--- config.mk ---
export PLATFORM = sky130hd
export DESIGN_NAME = spi_irq_buffer_reset_control
export DESIGN_NICKNAME = d
export VERILOG_FILES = /design/src/hdl/sync_2ff.v /design/src/hdl/byte_fifo.v /design/src/hdl/spi_irq_buffer_reset_control.v
export VERILOG_INCLUDE_DIRS = /design/src /design/src/hdl
export SDC_FILE = /design/constraint.sdc
export NUM_CORES = 1
export LEC_CHECK = 0
export ABC_AREA = 1
export BUFFER_PORTS_ARGS = -buffer_cell sky130_fd_sc_hd__buf_2
export CORE_ASPECT_RATIO = 0.5
export CORE_MARGIN = 3
export CORE_UTILIZATION = 39
export CTS_CLUSTER_SIZE = 30
export DETAILED_ROUTE_END_ITERATION = 12
export PLACE_DENSITY = 0.58
export SKIP_CTS_REPAIR_TIMING = 1
export SLEW_MARGIN = 10
export SYNTH_ARGS = -nofsm -noshare
export SYNTH_HDL_FRONTEND = slang
export SYNTH_SLANG_ARGS = --single-unit
--- constraint.sdc ---
create_clock -name clk -period 3.15 [get_ports clk]
set_input_delay 0 -clock clk [delete_from_list [all_inputs] [get_ports clk]]
set_output_delay 0 -clock clk [all_outputs]
set_load 0.05 [all_outputs]
--- src/hdl/spi_ctl_consts.vh ---
`ifndef SPI_CTL_CONSTS_VH
`define SPI_CTL_CONSTS_VH
// Data byte width and FIFO shape.
`define DATA_W 8
`define FIFO_DEPTH 16
`define FIFO_AW 4
// Serial bit count per transfer and bit-counter width.
`define BITS_PER_XFER 4'h8
`define BITCNT_RESET 4'h0
`define BIT1_INDEX 4'h1
// Reset values of control bits and data bytes.
`define MASTER_RESET 1'b1
`define BYTE_ZERO 8'h00
// Transfer state machine codes.
`define ST_IDLE 2'h0
`define ST_SHIFT 2'h1
`define ST_DONE 2'h2
// Master serial clock divider reload for each rate code; a half bit lasts this value plus one system clocks.
`define HALF_DIV2 8'h01
`define HALF_DIV8 8'h04
`define HALF_DIV32 8'h10
`define HALF_DIV128 8'h40
`endif

--- src/hdl/sync_2ff.v ---
// Two-stage synchroniser for one level coming from outside the clock domain.
module sync_2ff (
  input  wire clk,
  input  wire sys_rst,
  input  wire din,
  output wire dout
);
  reg meta_ff;
  reg sync_ff;

  // The first stage feeds only the second stage to keep metastability contained.
  always @(posedge clk) begin
    if (sys_rst) begin
      meta_ff <= 1'b0;
      sync_ff <= 1'b0;
    end else begin
      meta_ff <= din;
      sync_ff <= meta_ff;
    end
  end

  assign dout = sync_ff;
endmodule // sync_2ff

--- src/hdl/byte_fifo.v ---
`include "spi_ctl_consts.vh"
// Synchronous FIFO with valid and ready on both sides.
module byte_fifo #(
  parameter WIDTH = `DATA_W,
  parameter DEPTH = `FIFO_DEPTH,
  parameter AW    = `FIFO_AW
) (
  input  wire             clk,
  input  wire             sys_rst,
  input  wire             flush,
  input  wire [WIDTH-1:0] in_data,
  input  wire             in_valid,
  output wire             in_ready,
  output wire [WIDTH-1:0] out_data,
  output wire             out_valid,
  input  wire             out_ready
);
  reg [WIDTH-1:0] mem [0:DEPTH-1];
  reg [AW-1:0]    wr_ptr_ff;
  reg [AW-1:0]    rd_ptr_ff;
  reg [AW:0]      count_ff;
  wire            push;
  wire            pop;

  assign in_ready  = (count_ff != DEPTH[AW:0]);
  assign out_valid = (count_ff != {(AW+1){1'b0}});
  assign push      = in_valid && in_ready;
  assign pop       = out_valid && out_ready;
  assign out_data  = mem[rd_ptr_ff];

  // Storage is written without reset; only pointers and count need a defined state.
  always @(posedge clk) begin
    if (push) begin
      mem[wr_ptr_ff] <= in_data;
    end
  end

  // Pointer and count bookkeeping; flush empties the queue at once.
  always @(posedge clk) begin
    if (sys_rst || flush) begin
      wr_ptr_ff <= {AW{1'b0}};
      rd_ptr_ff <= {AW{1'b0}};
      count_ff  <= {(AW+1){1'b0}};
    end else begin
      if (push) begin
        wr_ptr_ff <= wr_ptr_ff + 1'b1;
      end
      if (pop) begin
        rd_ptr_ff <= rd_ptr_ff + 1'b1;
      end
      if (push && !pop) begin
        count_ff <= count_ff + 1'b1;
      end else if (pop && !push) begin
        count_ff <= count_ff - 1'b1;
      end
    end
  end
endmodule // byte_fifo

--- src/hdl/spi_irq_buffer_reset_control.v ---
// Notes on behaviour
// - Transmit request is active while tx-empty and tx interrupt enable are set.
// - Receive request needs rx-full, rx interrupt enable and module enable.
// - One error enable gates both overrun and mode fault onto the shared request.
// - Mode fault reaches the request only with rx, error and detect enables set.
// - Mode fault never sets while mode-fault detection is disabled.
// - Rx-full sets whenever a completed byte enters the receive data register.
// - Tx-empty sets when the last queued byte moves from transmit buffer into shift register.
// - A data write clears tx-empty and holds the byte in the transmit buffer.
// - Status read with rx-full set, then data read, clears rx-full.
// - A master starts a queued byte right after the previous transfer completes.
// - A slave with no new byte retransmits what remains in the shift register.
// - System reset returns all control bits and flags to reset values.
// - While disabled: tx-empty set, transfer aborted, shifter and counter cleared, pins released.
// - Control bits and rx-full, overrun, mode-fault flags survive disable.
// - A master mode fault with detection enabled clears the module enable.
// - In wait mode the block runs and its requests can wake the processor.
// - In stop mode the block freezes without touching register contents.
// - Leaving stop through reset aborts the transfer and fully resets the block.
// - During break with clear disabled, accesses leave flags; pending clears finish later.
// - During break with clear enabled, flags clear normally and stay cleared.
// - During break with clear disabled, data writes neither start nor load anything.
// - Unread receive data at bit-1 capture sets overrun and keeps the old byte.
// - Mode fault clears by status read then control write, only without fault.
`include "spi_ctl_consts.vh"
module spi_irq_buffer_reset_control (
  input  wire                clk,
  input  wire                sys_rst,
  input  wire                ctrl_wr,
  input  wire                module_enable_in,
  input  wire                master_select_in,
  input  wire                tx_irq_enable_in,
  input  wire                rx_irq_enable_in,
  input  wire                error_irq_enable_in,
  input  wire                mode_fault_detect_enable_in,
  input  wire                rate_select_hi_in,
  input  wire                rate_select_lo_in,
  input  wire                status_rd,
  input  wire                data_rd,
  input  wire                data_wr,
  input  wire [`DATA_W-1:0]  data_wr_value,
  input  wire                stop_mode,
  input  wire                break_active,
  input  wire                break_clear_enable,
  input  wire                sclk_in,
  input  wire                sdi_in,
  input  wire                slave_select_n_in,
  output reg  [`DATA_W-1:0]  serial_data_reg,
  output wire                module_enable,
  output wire                master_select,
  output wire                tx_irq_enable,
  output wire                rx_irq_enable,
  output wire                error_irq_enable,
  output wire                mode_fault_detect_enable,
  output wire                rate_select_hi,
  output wire                rate_select_lo,
  output wire                tx_empty_flag,
  output wire                rx_full_flag,
  output wire                overrun_flag,
  output wire                mode_fault_flag,
  output wire                tx_irq,
  output wire                rx_err_irq,
  output wire                buf_ready,
  output wire                sclk_out,
  output wire                sclk_oe,
  output wire                sdo_out,
  output wire                sdo_oe,
  output wire                port_owned
);
  // Control bits, flags and datapath registers.
  reg                 module_enable_ff;
  reg                 master_select_ff;
  reg                 tx_irq_enable_ff;
  reg                 rx_irq_enable_ff;
  reg                 error_irq_enable_ff;
  reg                 mfd_enable_ff;
  reg                 rate_hi_ff;
  reg                 rate_lo_ff;
  reg                 rx_full_ff;
  reg                 overrun_ff;
  reg                 mode_fault_ff;
  reg                 rx_armed_ff;
  reg                 mf_armed_ff;
  reg                 was_stopped_ff;
  reg  [1:0]          state_ff;
  reg  [3:0]          bitcnt_ff;
  reg  [`DATA_W-1:0]  shift_ff;
  reg  [7:0]          div_ff;
  reg                 sclk_ff;
  reg                 sclk_prev_ff;
  reg                 ss_prev_ff;
  reg  [1:0]          nxt_state;
  wire                sclk_s;
  wire                sdi_s;
  wire                ss_n_s;
  wire                q_valid;
  wire [`DATA_W-1:0]  q_data;
  wire                q_pop;
  wire                frozen;
  wire                clr_ok;
  wire                fault_cond;
  wire                master_fault;
  wire                wr_accept;
  wire                rise;
  wire                fall;
  wire                sample_edge;
  wire                shift_edge;
  wire                byte_done;
  wire                bit1_capture;
  wire                mf_clear;
  wire                rx_clear;
  reg  [7:0]          half_div;

  // Pin inputs pass two flops before any logic reads them.
  sync_2ff u_sync_sclk (.clk(clk), .sys_rst(sys_rst), .din(sclk_in), .dout(sclk_s));
  sync_2ff u_sync_sdi (.clk(clk), .sys_rst(sys_rst), .din(sdi_in), .dout(sdi_s));
  sync_2ff u_sync_ss (.clk(clk), .sys_rst(sys_rst), .din(slave_select_n_in), .dout(ss_n_s));

  // Stop freezes everything; break without clear permission blocks flag clears.
  assign frozen       = stop_mode;
  assign clr_ok       = !break_active || break_clear_enable;
  assign fault_cond   = mfd_enable_ff && module_enable_ff && master_select_ff && !ss_n_s;
  assign master_fault = fault_cond;
  assign wr_accept    = data_wr && clr_ok && !frozen;

  // Transmit queue; its ready shows back-pressure toward the writer.
  byte_fifo #(.WIDTH(`DATA_W), .DEPTH(`FIFO_DEPTH), .AW(`FIFO_AW)) u_txq (
    .clk       (clk),
    .sys_rst   (sys_rst),
    .flush     (1'b0),
    .in_data   (data_wr_value),
    .in_valid  (wr_accept && module_enable_ff),
    .in_ready  (buf_ready),
    .out_data  (q_data),
    .out_valid (q_valid),
    .out_ready (q_pop)
  );

  // Tx-empty is high whenever the queue is empty, and forced while disabled.
  assign tx_empty_flag = !q_valid || !module_enable_ff;

  // Rate code picks the master half-bit period.
  always @* begin
    case ({rate_hi_ff, rate_lo_ff})
      2'b00:   half_div = `HALF_DIV2;
      2'b01:   half_div = `HALF_DIV8;
      2'b10:   half_div = `HALF_DIV32;
      default: half_div = `HALF_DIV128;
    endcase
  end

  // Master drives its own clock; a slave follows the sampled link clock.
  wire m_tick = master_select_ff && (state_ff == `ST_SHIFT) && (div_ff == 8'h00);
  assign rise = master_select_ff ? (m_tick && !sclk_ff) : (sclk_s && !sclk_prev_ff && !ss_n_s);
  assign fall = master_select_ff ? (m_tick && sclk_ff) : (!sclk_s && sclk_prev_ff && !ss_n_s);
  // A disable can land while the state still reads shift; the enable term stops a late capture.
  assign sample_edge  = rise && (state_ff == `ST_SHIFT) && module_enable_ff;
  assign shift_edge   = fall && (state_ff == `ST_SHIFT);
  assign byte_done    = sample_edge && (bitcnt_ff == `BITS_PER_XFER - 4'h1);
  assign bit1_capture = sample_edge && (bitcnt_ff == `BIT1_INDEX);
  assign q_pop        = (state_ff == `ST_IDLE) && q_valid && module_enable_ff && !frozen
                        && (master_select_ff || !ss_n_s);

  // Transfer sequencing.
  always @* begin
    nxt_state = state_ff;
    case (state_ff)
      `ST_IDLE: begin
        // A selected slave enters shift before its first clock edge, so bit one is not lost.
        if (q_pop || (!master_select_ff && !ss_n_s)) nxt_state = `ST_SHIFT;
      end
      `ST_SHIFT: begin
        if (byte_done) nxt_state = `ST_DONE;
        else if (!master_select_ff && ss_n_s) nxt_state = `ST_IDLE;
      end
      `ST_DONE: nxt_state = `ST_IDLE;
      default:  nxt_state = `ST_IDLE;
    endcase
  end

  // Two-step clears: the first step arms, the second completes if still allowed.
  assign rx_clear = data_rd && rx_armed_ff && clr_ok;
  assign mf_clear = ctrl_wr && mf_armed_ff && clr_ok && !fault_cond;

  // Control, flags and shifter. Sets beat clears in the same cycle.
  always @(posedge clk) begin
    if (sys_rst) begin
      module_enable_ff    <= 1'b0;
      master_select_ff    <= `MASTER_RESET;
      tx_irq_enable_ff    <= 1'b0;
      rx_irq_enable_ff    <= 1'b0;
      error_irq_enable_ff <= 1'b0;
      mfd_enable_ff       <= 1'b0;
      rate_hi_ff          <= 1'b0;
      rate_lo_ff          <= 1'b0;
      rx_full_ff          <= 1'b0;
      overrun_ff          <= 1'b0;
      mode_fault_ff       <= 1'b0;
      rx_armed_ff         <= 1'b0;
      mf_armed_ff         <= 1'b0;
      was_stopped_ff      <= 1'b0;
      state_ff            <= `ST_IDLE;
      bitcnt_ff           <= `BITCNT_RESET;
      shift_ff            <= `BYTE_ZERO;
      div_ff              <= 8'h00;
      sclk_ff             <= 1'b0;
      sclk_prev_ff        <= 1'b0;
      ss_prev_ff          <= 1'b1;
      serial_data_reg     <= `BYTE_ZERO;
    end else if (!frozen) begin
      was_stopped_ff <= 1'b0;
      sclk_prev_ff   <= sclk_s;
      ss_prev_ff     <= ss_n_s;
      if (ctrl_wr) begin
        master_select_ff    <= master_select_in;
        tx_irq_enable_ff    <= tx_irq_enable_in;
        rx_irq_enable_ff    <= rx_irq_enable_in;
        error_irq_enable_ff <= error_irq_enable_in;
        mfd_enable_ff       <= mode_fault_detect_enable_in;
        rate_hi_ff          <= rate_select_hi_in;
        rate_lo_ff          <= rate_select_lo_in;
      end
      // Master fault self-disables; otherwise enable follows software.
      if (master_fault) begin
        module_enable_ff <= 1'b0;
      end else if (ctrl_wr) begin
        module_enable_ff <= module_enable_in;
      end
      // Arming tracks the status read that begins each two-step clear.
      if (status_rd && rx_full_ff) rx_armed_ff <= 1'b1;
      else if (rx_clear) rx_armed_ff <= 1'b0;
      if (status_rd && mode_fault_ff) mf_armed_ff <= 1'b1;
      else if (mf_clear) mf_armed_ff <= 1'b0;
      // Slave fault: select released mid-transfer.
      if (master_fault || (mfd_enable_ff && !master_select_ff && module_enable_ff
          && ss_n_s && !ss_prev_ff && state_ff == `ST_SHIFT)) begin
        mode_fault_ff <= 1'b1;
      end else if (mf_clear) begin
        mode_fault_ff <= 1'b0;
      end
      if (bit1_capture && rx_full_ff) begin
        overrun_ff <= 1'b1;
      end else if (status_rd && data_rd && clr_ok) begin
        overrun_ff <= 1'b0;
      end
      if (byte_done && !overrun_ff && !(rx_full_ff && !rx_clear)) begin
        rx_full_ff      <= 1'b1;
        serial_data_reg <= {shift_ff[`DATA_W-2:0], sdi_s};
      end else if (rx_clear) begin
        rx_full_ff <= 1'b0;
      end
      // Partial reset while disabled; flags and control bits are untouched.
      if (!module_enable_ff) begin
        state_ff  <= `ST_IDLE;
        bitcnt_ff <= `BITCNT_RESET;
        shift_ff  <= `BYTE_ZERO;
        div_ff    <= 8'h00;
        sclk_ff   <= 1'b0;
      end else begin
        state_ff <= nxt_state;
        if (q_pop) begin
          shift_ff  <= q_data;
          bitcnt_ff <= `BITCNT_RESET;
          div_ff    <= half_div;
        end else if (state_ff == `ST_SHIFT) begin
          if (master_select_ff) begin
            div_ff <= (div_ff == 8'h00) ? half_div : div_ff - 8'h01;
            if (m_tick) sclk_ff <= !sclk_ff;
          end
          if (sample_edge) bitcnt_ff <= bitcnt_ff + 4'h1;
          if (sample_edge) shift_ff <= {shift_ff[`DATA_W-2:0], sdi_s};
        end else begin
          sclk_ff   <= 1'b0;
          bitcnt_ff <= `BITCNT_RESET; // Shifter keeps last value for slave reuse.
        end
      end
    end else begin
      was_stopped_ff <= 1'b1;
    end
  end

  // Level requests; wait mode needs nothing special since the block keeps running.
  assign tx_irq     = tx_empty_flag && tx_irq_enable_ff;
  assign rx_err_irq = (rx_full_ff && rx_irq_enable_ff && module_enable_ff)
                    || (rx_irq_enable_ff && error_irq_enable_ff
                        && (overrun_ff || (mode_fault_ff && mfd_enable_ff)));

  // Pins are owned only while enabled; data leaves MSB first.
  assign port_owned = module_enable_ff;
  assign sclk_out   = sclk_ff;
  assign sclk_oe    = module_enable_ff && master_select_ff;
  assign sdo_out    = shift_ff[`DATA_W-1];
  assign sdo_oe     = module_enable_ff && (master_select_ff || !ss_n_s);

  assign module_enable            = module_enable_ff;
  assign master_select            = master_select_ff;
  assign tx_irq_enable            = tx_irq_enable_ff;
  assign rx_irq_enable            = rx_irq_enable_ff;
  assign error_irq_enable         = error_irq_enable_ff;
  assign mode_fault_detect_enable = mfd_enable_ff;
  assign rate_select_hi           = rate_hi_ff;
  assign rate_select_lo           = rate_lo_ff;
  assign rx_full_flag             = rx_full_ff;
  assign overrun_flag             = overrun_ff;
  assign mode_fault_flag          = mode_fault_ff;
endmodule // spi_irq_buffer_reset_control

* Yosys cells after proc, flatten, opt, wreduce, memory -nomap -nowiden
Memories as Yosys holds them, arrays and structs flattened. A register that Yosys moved wholly into a read port is not among the register bits.
Cells that the tools add are included.
** Storage, ports and cells
- Register bits :: 65
- Bits in writable memories :: 128
- Input bits :: 28
- Output and inout bits :: 28
- Logic and storage cells :: 191
- Memories :: 1
** Cells by class
- $add $sub $neg :: 6
- Equal/unequal tests :: 15
- Multiplexer cells :: 41
- Bitwise gates (word level) :: 1
- Reductions and logical operators :: 97
** Memories
- u_txq.mem :: words 16, bits a word 8, read ports 1, clocked after memory_dff 1, wr ports 1, line byte_fifo.v:18 : reg [WIDTH-1:0] mem [0:DEPTH-1];
** Operators with widths (count)
- 8-bit 2-to-1 mux :: 9
- 1-bit logical AND :: 51
- 4-bit 2-to-1 mux :: 6
- 7-bit one-hot mux with 3 select lines :: 1
- 1-bit 2-to-1 mux :: 18
- 2-bit AND reduction :: 9
- 1-bit zero test :: 15
- 2-bit nonzero test :: 7
- 4-bit by 1-bit adder with 4-bit output (second input constant) :: 3
- 5-bit 2-to-1 mux :: 2
- 3-bit by 1-bit inequality test with 1-bit output (second input constant) :: 3
- 3-bit AND reduction :: 3
- 8-bit zero test :: 1
- 2-bit 2-to-1 mux :: 4
- 4-bit inequality test (second input constant) :: 2
- 8-bit by 1-bit subtractor with 8-bit output (second input constant) :: 1
- 1-bit logical OR :: 7
- 3-bit inequality test (second input constant) :: 2
- 5-bit by 1-bit adder with 5-bit output (second input constant) :: 1
- 5-bit inequality test (second input constant) :: 1
- 5-bit nonzero test :: 1
- 5-bit by 1-bit subtractor with 5-bit output (second input constant) :: 1
- 2-bit by 1-bit == test with 1-bit output (second input constant) :: 2
- 4-bit by 1-bit == test with 1-bit output (second input constant) :: 1
- 8 further kinds :: 9

* Longest topological paths before layout
- Depth after elaboration :: 12
- Depth in mapped cells :: 17
- Depth with buffers taken out :: 16

* Hierarchy
Synthesis repeated with hierarchy kept, for this count alone.
** Second synthesis, totals
- Cells, all modules :: 1062
- Area total of the unflattened synthesis :: 9181.3 µm²
** Modules (own cells, without submodules)
- byte_fifo :: instances 1, cells an instance 656, area an instance 6465.0 µm², sequential area each 4184.0 µm²
- spi_irq_buffer_reset_control :: instances 1, cells an instance 388, area an instance 2551.2 µm², sequential area each 920.9 µm²
- sync_2ff :: instances 3, cells an instance 6, area an instance 55.1 µm², sequential area each 40.0 µm²

* Worst setup path before layout
OpenSTA, ideal clock, no wires.
- Path type :: register -> register
- From :: register module_enable_ff (netlist: module_enable)
- To :: register u_txq.count_ff[4]
- Library setup time :: 0.119 ns
- Arrival time :: 2.614 ns
- Required time :: 3.031 ns
- Path slack :: 0.417 ns
- Stages on the path, launching flop included :: 17
- Path buffers :: 1
- Period minus slack after synthesis :: 2.733 ns
- Path through :: dfxtp_1 buf_4 inv_2 nor2_4 nand2_1 nor2_1 nand2_1 inv_2 ha_1 inv_1 ha_1 a21oi_1 nor2_1 o21ai_0 nand3_1 o21ai_0 a21oi_1
** Between the ends
- Elaborated cells between the ends (all ways) :: 12
- Those cells by class :: mux: 1; reduce/logical: 11
** RTL lines
- from (decl) :: line spi_irq_buffer_reset_control.v:71 : reg module_enable_ff;
- from (signal assigned) :: line spi_irq_buffer_reset_control.v:227 : module_enable_ff <= module_enable_in;
- 1-bit logical AND * :: line spi_irq_buffer_reset_control.v:132 : .in_valid (wr_accept && module_enable_ff),
- 1-bit logical AND * :: line byte_fifo.v:27 : assign push = in_valid && in_ready;
- net u_txq.push :: line byte_fifo.v:22 : wire push;
- 1-bit zero test :: line byte_fifo.v:53 : end else if (pop && !push) begin
- 1-bit logical AND :: line byte_fifo.v:53
- 2-bit nonzero test (no source line)
- to (signal assigned) :: line byte_fifo.v:43 : count_ff <= {(AW+1){1'b0}};
- to (signal assigned) :: line byte_fifo.v:52 : count_ff <= count_ff + 1'b1;
- to (signal assigned) :: line byte_fifo.v:54 : count_ff <= count_ff - 1'b1;
- to (decl) :: line byte_fifo.v:21 : reg [AW:0] count_ff;
Mark *: on every way through the listed nets, which the timed path passes. The rest lies on a longest branch.
A chain may end at the register's enable or synchronous reset.

* Final worst setup path
Same ends and word-level chain as after synthesis.

==> parameters.txt <==
Parameter                              Value

Worst setup path
  Worst EP arrival    around 2.9 ns
  Setup slack on the worst flop-to-flop path    around 0.56 ns
  Launching point of the worst reg2reg path    module_enable$_SDFFE_PP0P_
  CP Max Fanout    8
  Data required time at the worst endpoint    3.47 ns
  Worst setup path category    register to register
  Critical register-to-register path endpoint    u_txq.count_ff[4]$_SDFFE_PP0P_
  Type of element capturing the critical path    register
  Startpoint kind of the worst setup timing path    register
  Number of cells traversed by the worst register-to-register path    15
  End point of the critical path    u_txq.count_ff[4]$_SDFFE_PP0P_
  Worst setup path startpoint    module_enable$_SDFFE_PP0P_

Yosys
  Post-Syn Area per Cell    9.194 µm²
  Number of different library cells in the post-synthesis netlist    40
  Most instantiated flip-flop cell in the synthesis netlist    sky130_fd_sc_hd__edfxtp_1
  Number of enable-type register cells in the synthesized netlist    128
  Synthesized netlist cell count    942
  Yosys synthesis warning count    0
  Number of flip-flops and latches in the synthesized netlist    197
  Area fraction of the dominant cell type after synthesis    44.38%
  Combined area of all synthesized cells    slightly below 9000 µm²
  Cell types with the largest area share after synthesis    sky130_fd_sc_hd__edfxtp_1, sky130_fd_sc_hd__dfxtp_1, sky130_fd_sc_hd__nand2_1, sky130_fd_sc_hd__nand3_1, sky130_fd_sc_hd__nor2_1
  Top cells by instance count after synthesis    sky130_fd_sc_hd__nand2_1, sky130_fd_sc_hd__edfxtp_1, sky130_fd_sc_hd__nand3_1
  Library cell with the highest instance count after synthesis    sky130_fd_sc_hd__nand2_1
  Sequential area share after synthesis    60.33%
  Async SR Flop Fraction    0%
  Cell accounting for the most synthesized area    sky130_fd_sc_hd__edfxtp_1
  Synthesized net count    ~990

Timing
  Period utilisation layout    82.32%
  Highest clock frequency the design can meet    385.6 MHz
  Clock Skews    0.01002 ns
  Setup repair after global routing missed its margin    no
  Post-route minimum period    2.593 ns
  Setup_tns    0 ns
  Final-report max-slew violation count    0
  Setup Viol. Count Final    0
  Tightest slew margin relative to the limit    39.33%
  Count of final hold-check violations    0
  Worst-Margin Slew    between 0.9 and 1 ns

Clock tree
  Clock network latency to the later pin of the worst-skew pair    0.43 ns
  TritonCTS clock tree    done
  Total clock buffers created by CTS    17
  Number of clock sinks    between 150 and 200
  CTS clk-pin slew, worst paths    about 0.070 ns
  H-tree Lvls    4
  Buffer levels on the longest clock path    2
  Clock Root Buffer    sky130_fd_sc_hd__clkbuf_16

Routing
  Via/cell ratio    5.009
  Total via count in the routed design    6,557
  Pre-Repair DR Iteration Count    5
  WL met3    1253 µm
  Post-route DRC violation count    0
  Average wire per cell in the routed design    about 16 µm
  Final ANT Viol Nets    0
  Initial DRC Count    between 500 and 600
  DRT Wirelength    21,230 µm
  DRT met1 WL    10,220 µm
  Top layer reached by signal wires    met4
  Met2 wire len    9471 µm

Layout
  Number of diodes added for antenna fixing    0
  Number of flip-flops in the largest register    128
  Layout cell share with drive strength beyond 1    11.90%
  Utilization of the core after routing    roughly 47%
  Register name with the most flops    u_txq.mem
  Final non-filler cell total    1,309
  Area growth from synthesis to layout    14.50%
  Final #Nets    1,047

Floorplanning
  Number of ports placed on the die boundary    56
  Effective utilization at floorplan    40.94%
  Count of standard-cell rows    37
  Die Height    111.4 µm
  Total die area    between 20,000 and 25,000 µm²
  Chip width    216.7 µm
  Area of the core region    21,160 µm²

Place
  Final HPWL DP    14,090 µm
  Cell total after placement    1,260
  # port buffers    55
  Placer Congestion    0.8726

GRT
  Overall Global Routing Usage    between 10% and 20%
  Wire length of the first global-routing pass    around 34,000 µm
  Overflow left after global routing    0
  Maximum number of pins on one net before global-route repair    42
  Antenna violations before repair    0
  Via count of the first global-routing pass    6,158

Worst hold path
  Hold Crit Class    primary input to register
  Cell depth of the worst min-delay path    1

Pwr
  Worst supply voltage drop on vdd    0.3514 mV
  Static power due to leakage    roughly 4.0 nW
  Power density normalized to cell area    537.3 nW/µm²

Status
  Status    complete, no violations

Job
  Number of max-cap violations    0
report_power, final:
part | switching (W) | total [W] | leakage, nW | internal, W
Combinational | 0.000289 | 0.000414 | 2.02 | 0.000125
Clock | 0.000962 | 0.00210 | 0.278 | 0.00114
Sequential | 0.0000315 | 0.00281 | 1.71 | 0.00278
through the flow:
stage	power (W)	hold WS, ns	area (µm²)	setup WS (ns)
after floorplan	0.003137	0.09887	8661	0.4167
after global placement	0.003262	0.2053	9184	0.6550
after detailed placement	0.003267	0.2123	9184	0.6284
after CTS	0.005355	-0.2441	9747	0.6005
after global routing	0.005529	0.009888	9917	0.3109
final	0.005328	0.008832	9917	0.5568
cells by family (layout without fill, tap and decap cells):
kind of cell / after synthesis / in the layout / share of synthesized area, %
flip-flops: 197 / 197 / 60.33
AND/OR/NAND/NOR: 509 / 509 / 25.31
AO/OA/AOI/OAI: 94 / 94 / 5.706
adder cells (fa/ha/maj): 15 / 15 / 2.254
XOR/XNOR: 5 / 5 / 0.5057
buffers and inverters: 122 / 197 / 5.894
critical path, cell delays in order, from the launching register on:
cell,delay (ns)
sky130_fd_sc_hd__dfxtp_1,0.50
sky130_fd_sc_hd__inv_2,0.10
sky130_fd_sc_hd__nor2_4,0.13
sky130_fd_sc_hd__nand2_1,0.06
sky130_fd_sc_hd__nor2_1,0.08
sky130_fd_sc_hd__nand2_1,0.13
sky130_fd_sc_hd__inv_2,0.13
sky130_fd_sc_hd__ha_1,0.21
sky130_fd_sc_hd__inv_1,0.12
sky130_fd_sc_hd__ha_1,0.30
sky130_fd_sc_hd__a21oi_1,0.15
sky130_fd_sc_hd__nor2_1,0.06
sky130_fd_sc_hd__o21ai_0,0.16
sky130_fd_sc_hd__nand3_1,0.11
sky130_fd_sc_hd__o21ai_0,0.17
sky130_fd_sc_hd__a21oi_1,0.06
cell usage in the layout (no fill, tap or decap), types with 2 or more instances in the layout:
cell                            count
sky130_fd_sc_hd__nand3_1          118
sky130_fd_sc_hd__clkinv_2           2
sky130_fd_sc_hd__ha_1              14
sky130_fd_sc_hd__clkinv_1           2
sky130_fd_sc_hd__nand2_1          252
sky130_fd_sc_hd__nor2_4             2
sky130_fd_sc_hd__nand4_1            6
sky130_fd_sc_hd__nand3_2            3
sky130_fd_sc_hd__inv_1             77
sky130_fd_sc_hd__clkbuf_16         17
sky130_fd_sc_hd__xor2_1             3
sky130_fd_sc_hd__nand4_2            2
sky130_fd_sc_hd__nor2_2             5
sky130_fd_sc_hd__dfxtp_1           68
sky130_fd_sc_hd__inv_2              7
sky130_fd_sc_hd__clkbuf_8           2
sky130_fd_sc_hd__dlygate4sd3_1     17
sky130_fd_sc_hd__clkinv_4           4
sky130_fd_sc_hd__nand2_4            2
sky130_fd_sc_hd__o211ai_1           2
sky130_fd_sc_hd__a21oi_1           59
sky130_fd_sc_hd__edfxtp_1         128
sky130_fd_sc_hd__nor2_1           107
sky130_fd_sc_hd__clkbuf_1           3
sky130_fd_sc_hd__xnor2_1            2
sky130_fd_sc_hd__buf_4              7
sky130_fd_sc_hd__buf_2             55
sky130_fd_sc_hd__o21ai_0           26
sky130_fd_sc_hd__nand2_2            6
sky130_fd_sc_hd__nor3_1             2
routing by layer:
layer	up-vias	GRT usage (%)
met3	23	3.354
met1	3095	26.55
met5	-	0
met4	0	4.893
met2	200	27.61
li1	3239	-
how the worst min path moves through the flow:
stage | start | to | slack, ns
5_1_grt | data_wr_value[7] | u_txq.mem[2][7]$_DFFE_PP_ | 0.01
4_1_cts | sclk_in | u_sync_sclk.meta_ff$_SDFF_PP0_ | -0.24
6_report | data_wr_value[7] | u_txq.mem[2][7]$_DFFE_PP_ | 0.009
3_5_place_dp | sclk_in | u_sync_sclk.meta_ff$_SDFF_PP0_ | 0.21
3_3_place_gp | sclk_in | u_sync_sclk.meta_ff$_SDFF_PP0_ | 0.21
2_1_floorplan | data_wr_value[0] | u_txq.mem[0][0]$_DFFE_PP_ | 0.1
final cells by class:
| class | count | area (µm²) |
|---|---|---|
| clock buffer | 22 | 464.2 |
| multi-input combinational | 623 | 2925 |
| timing repair buffer | 80 | 518.0 |
| tap | 292 | 365.4 |
| sequential | 197 | 5226 |
| clock inverter | 10 | 98.84 |
| inverter | 85 | 319.1 |
| fill | 2032 | 11240 |
Note: power is estimated with default switching activity, not from simulation.
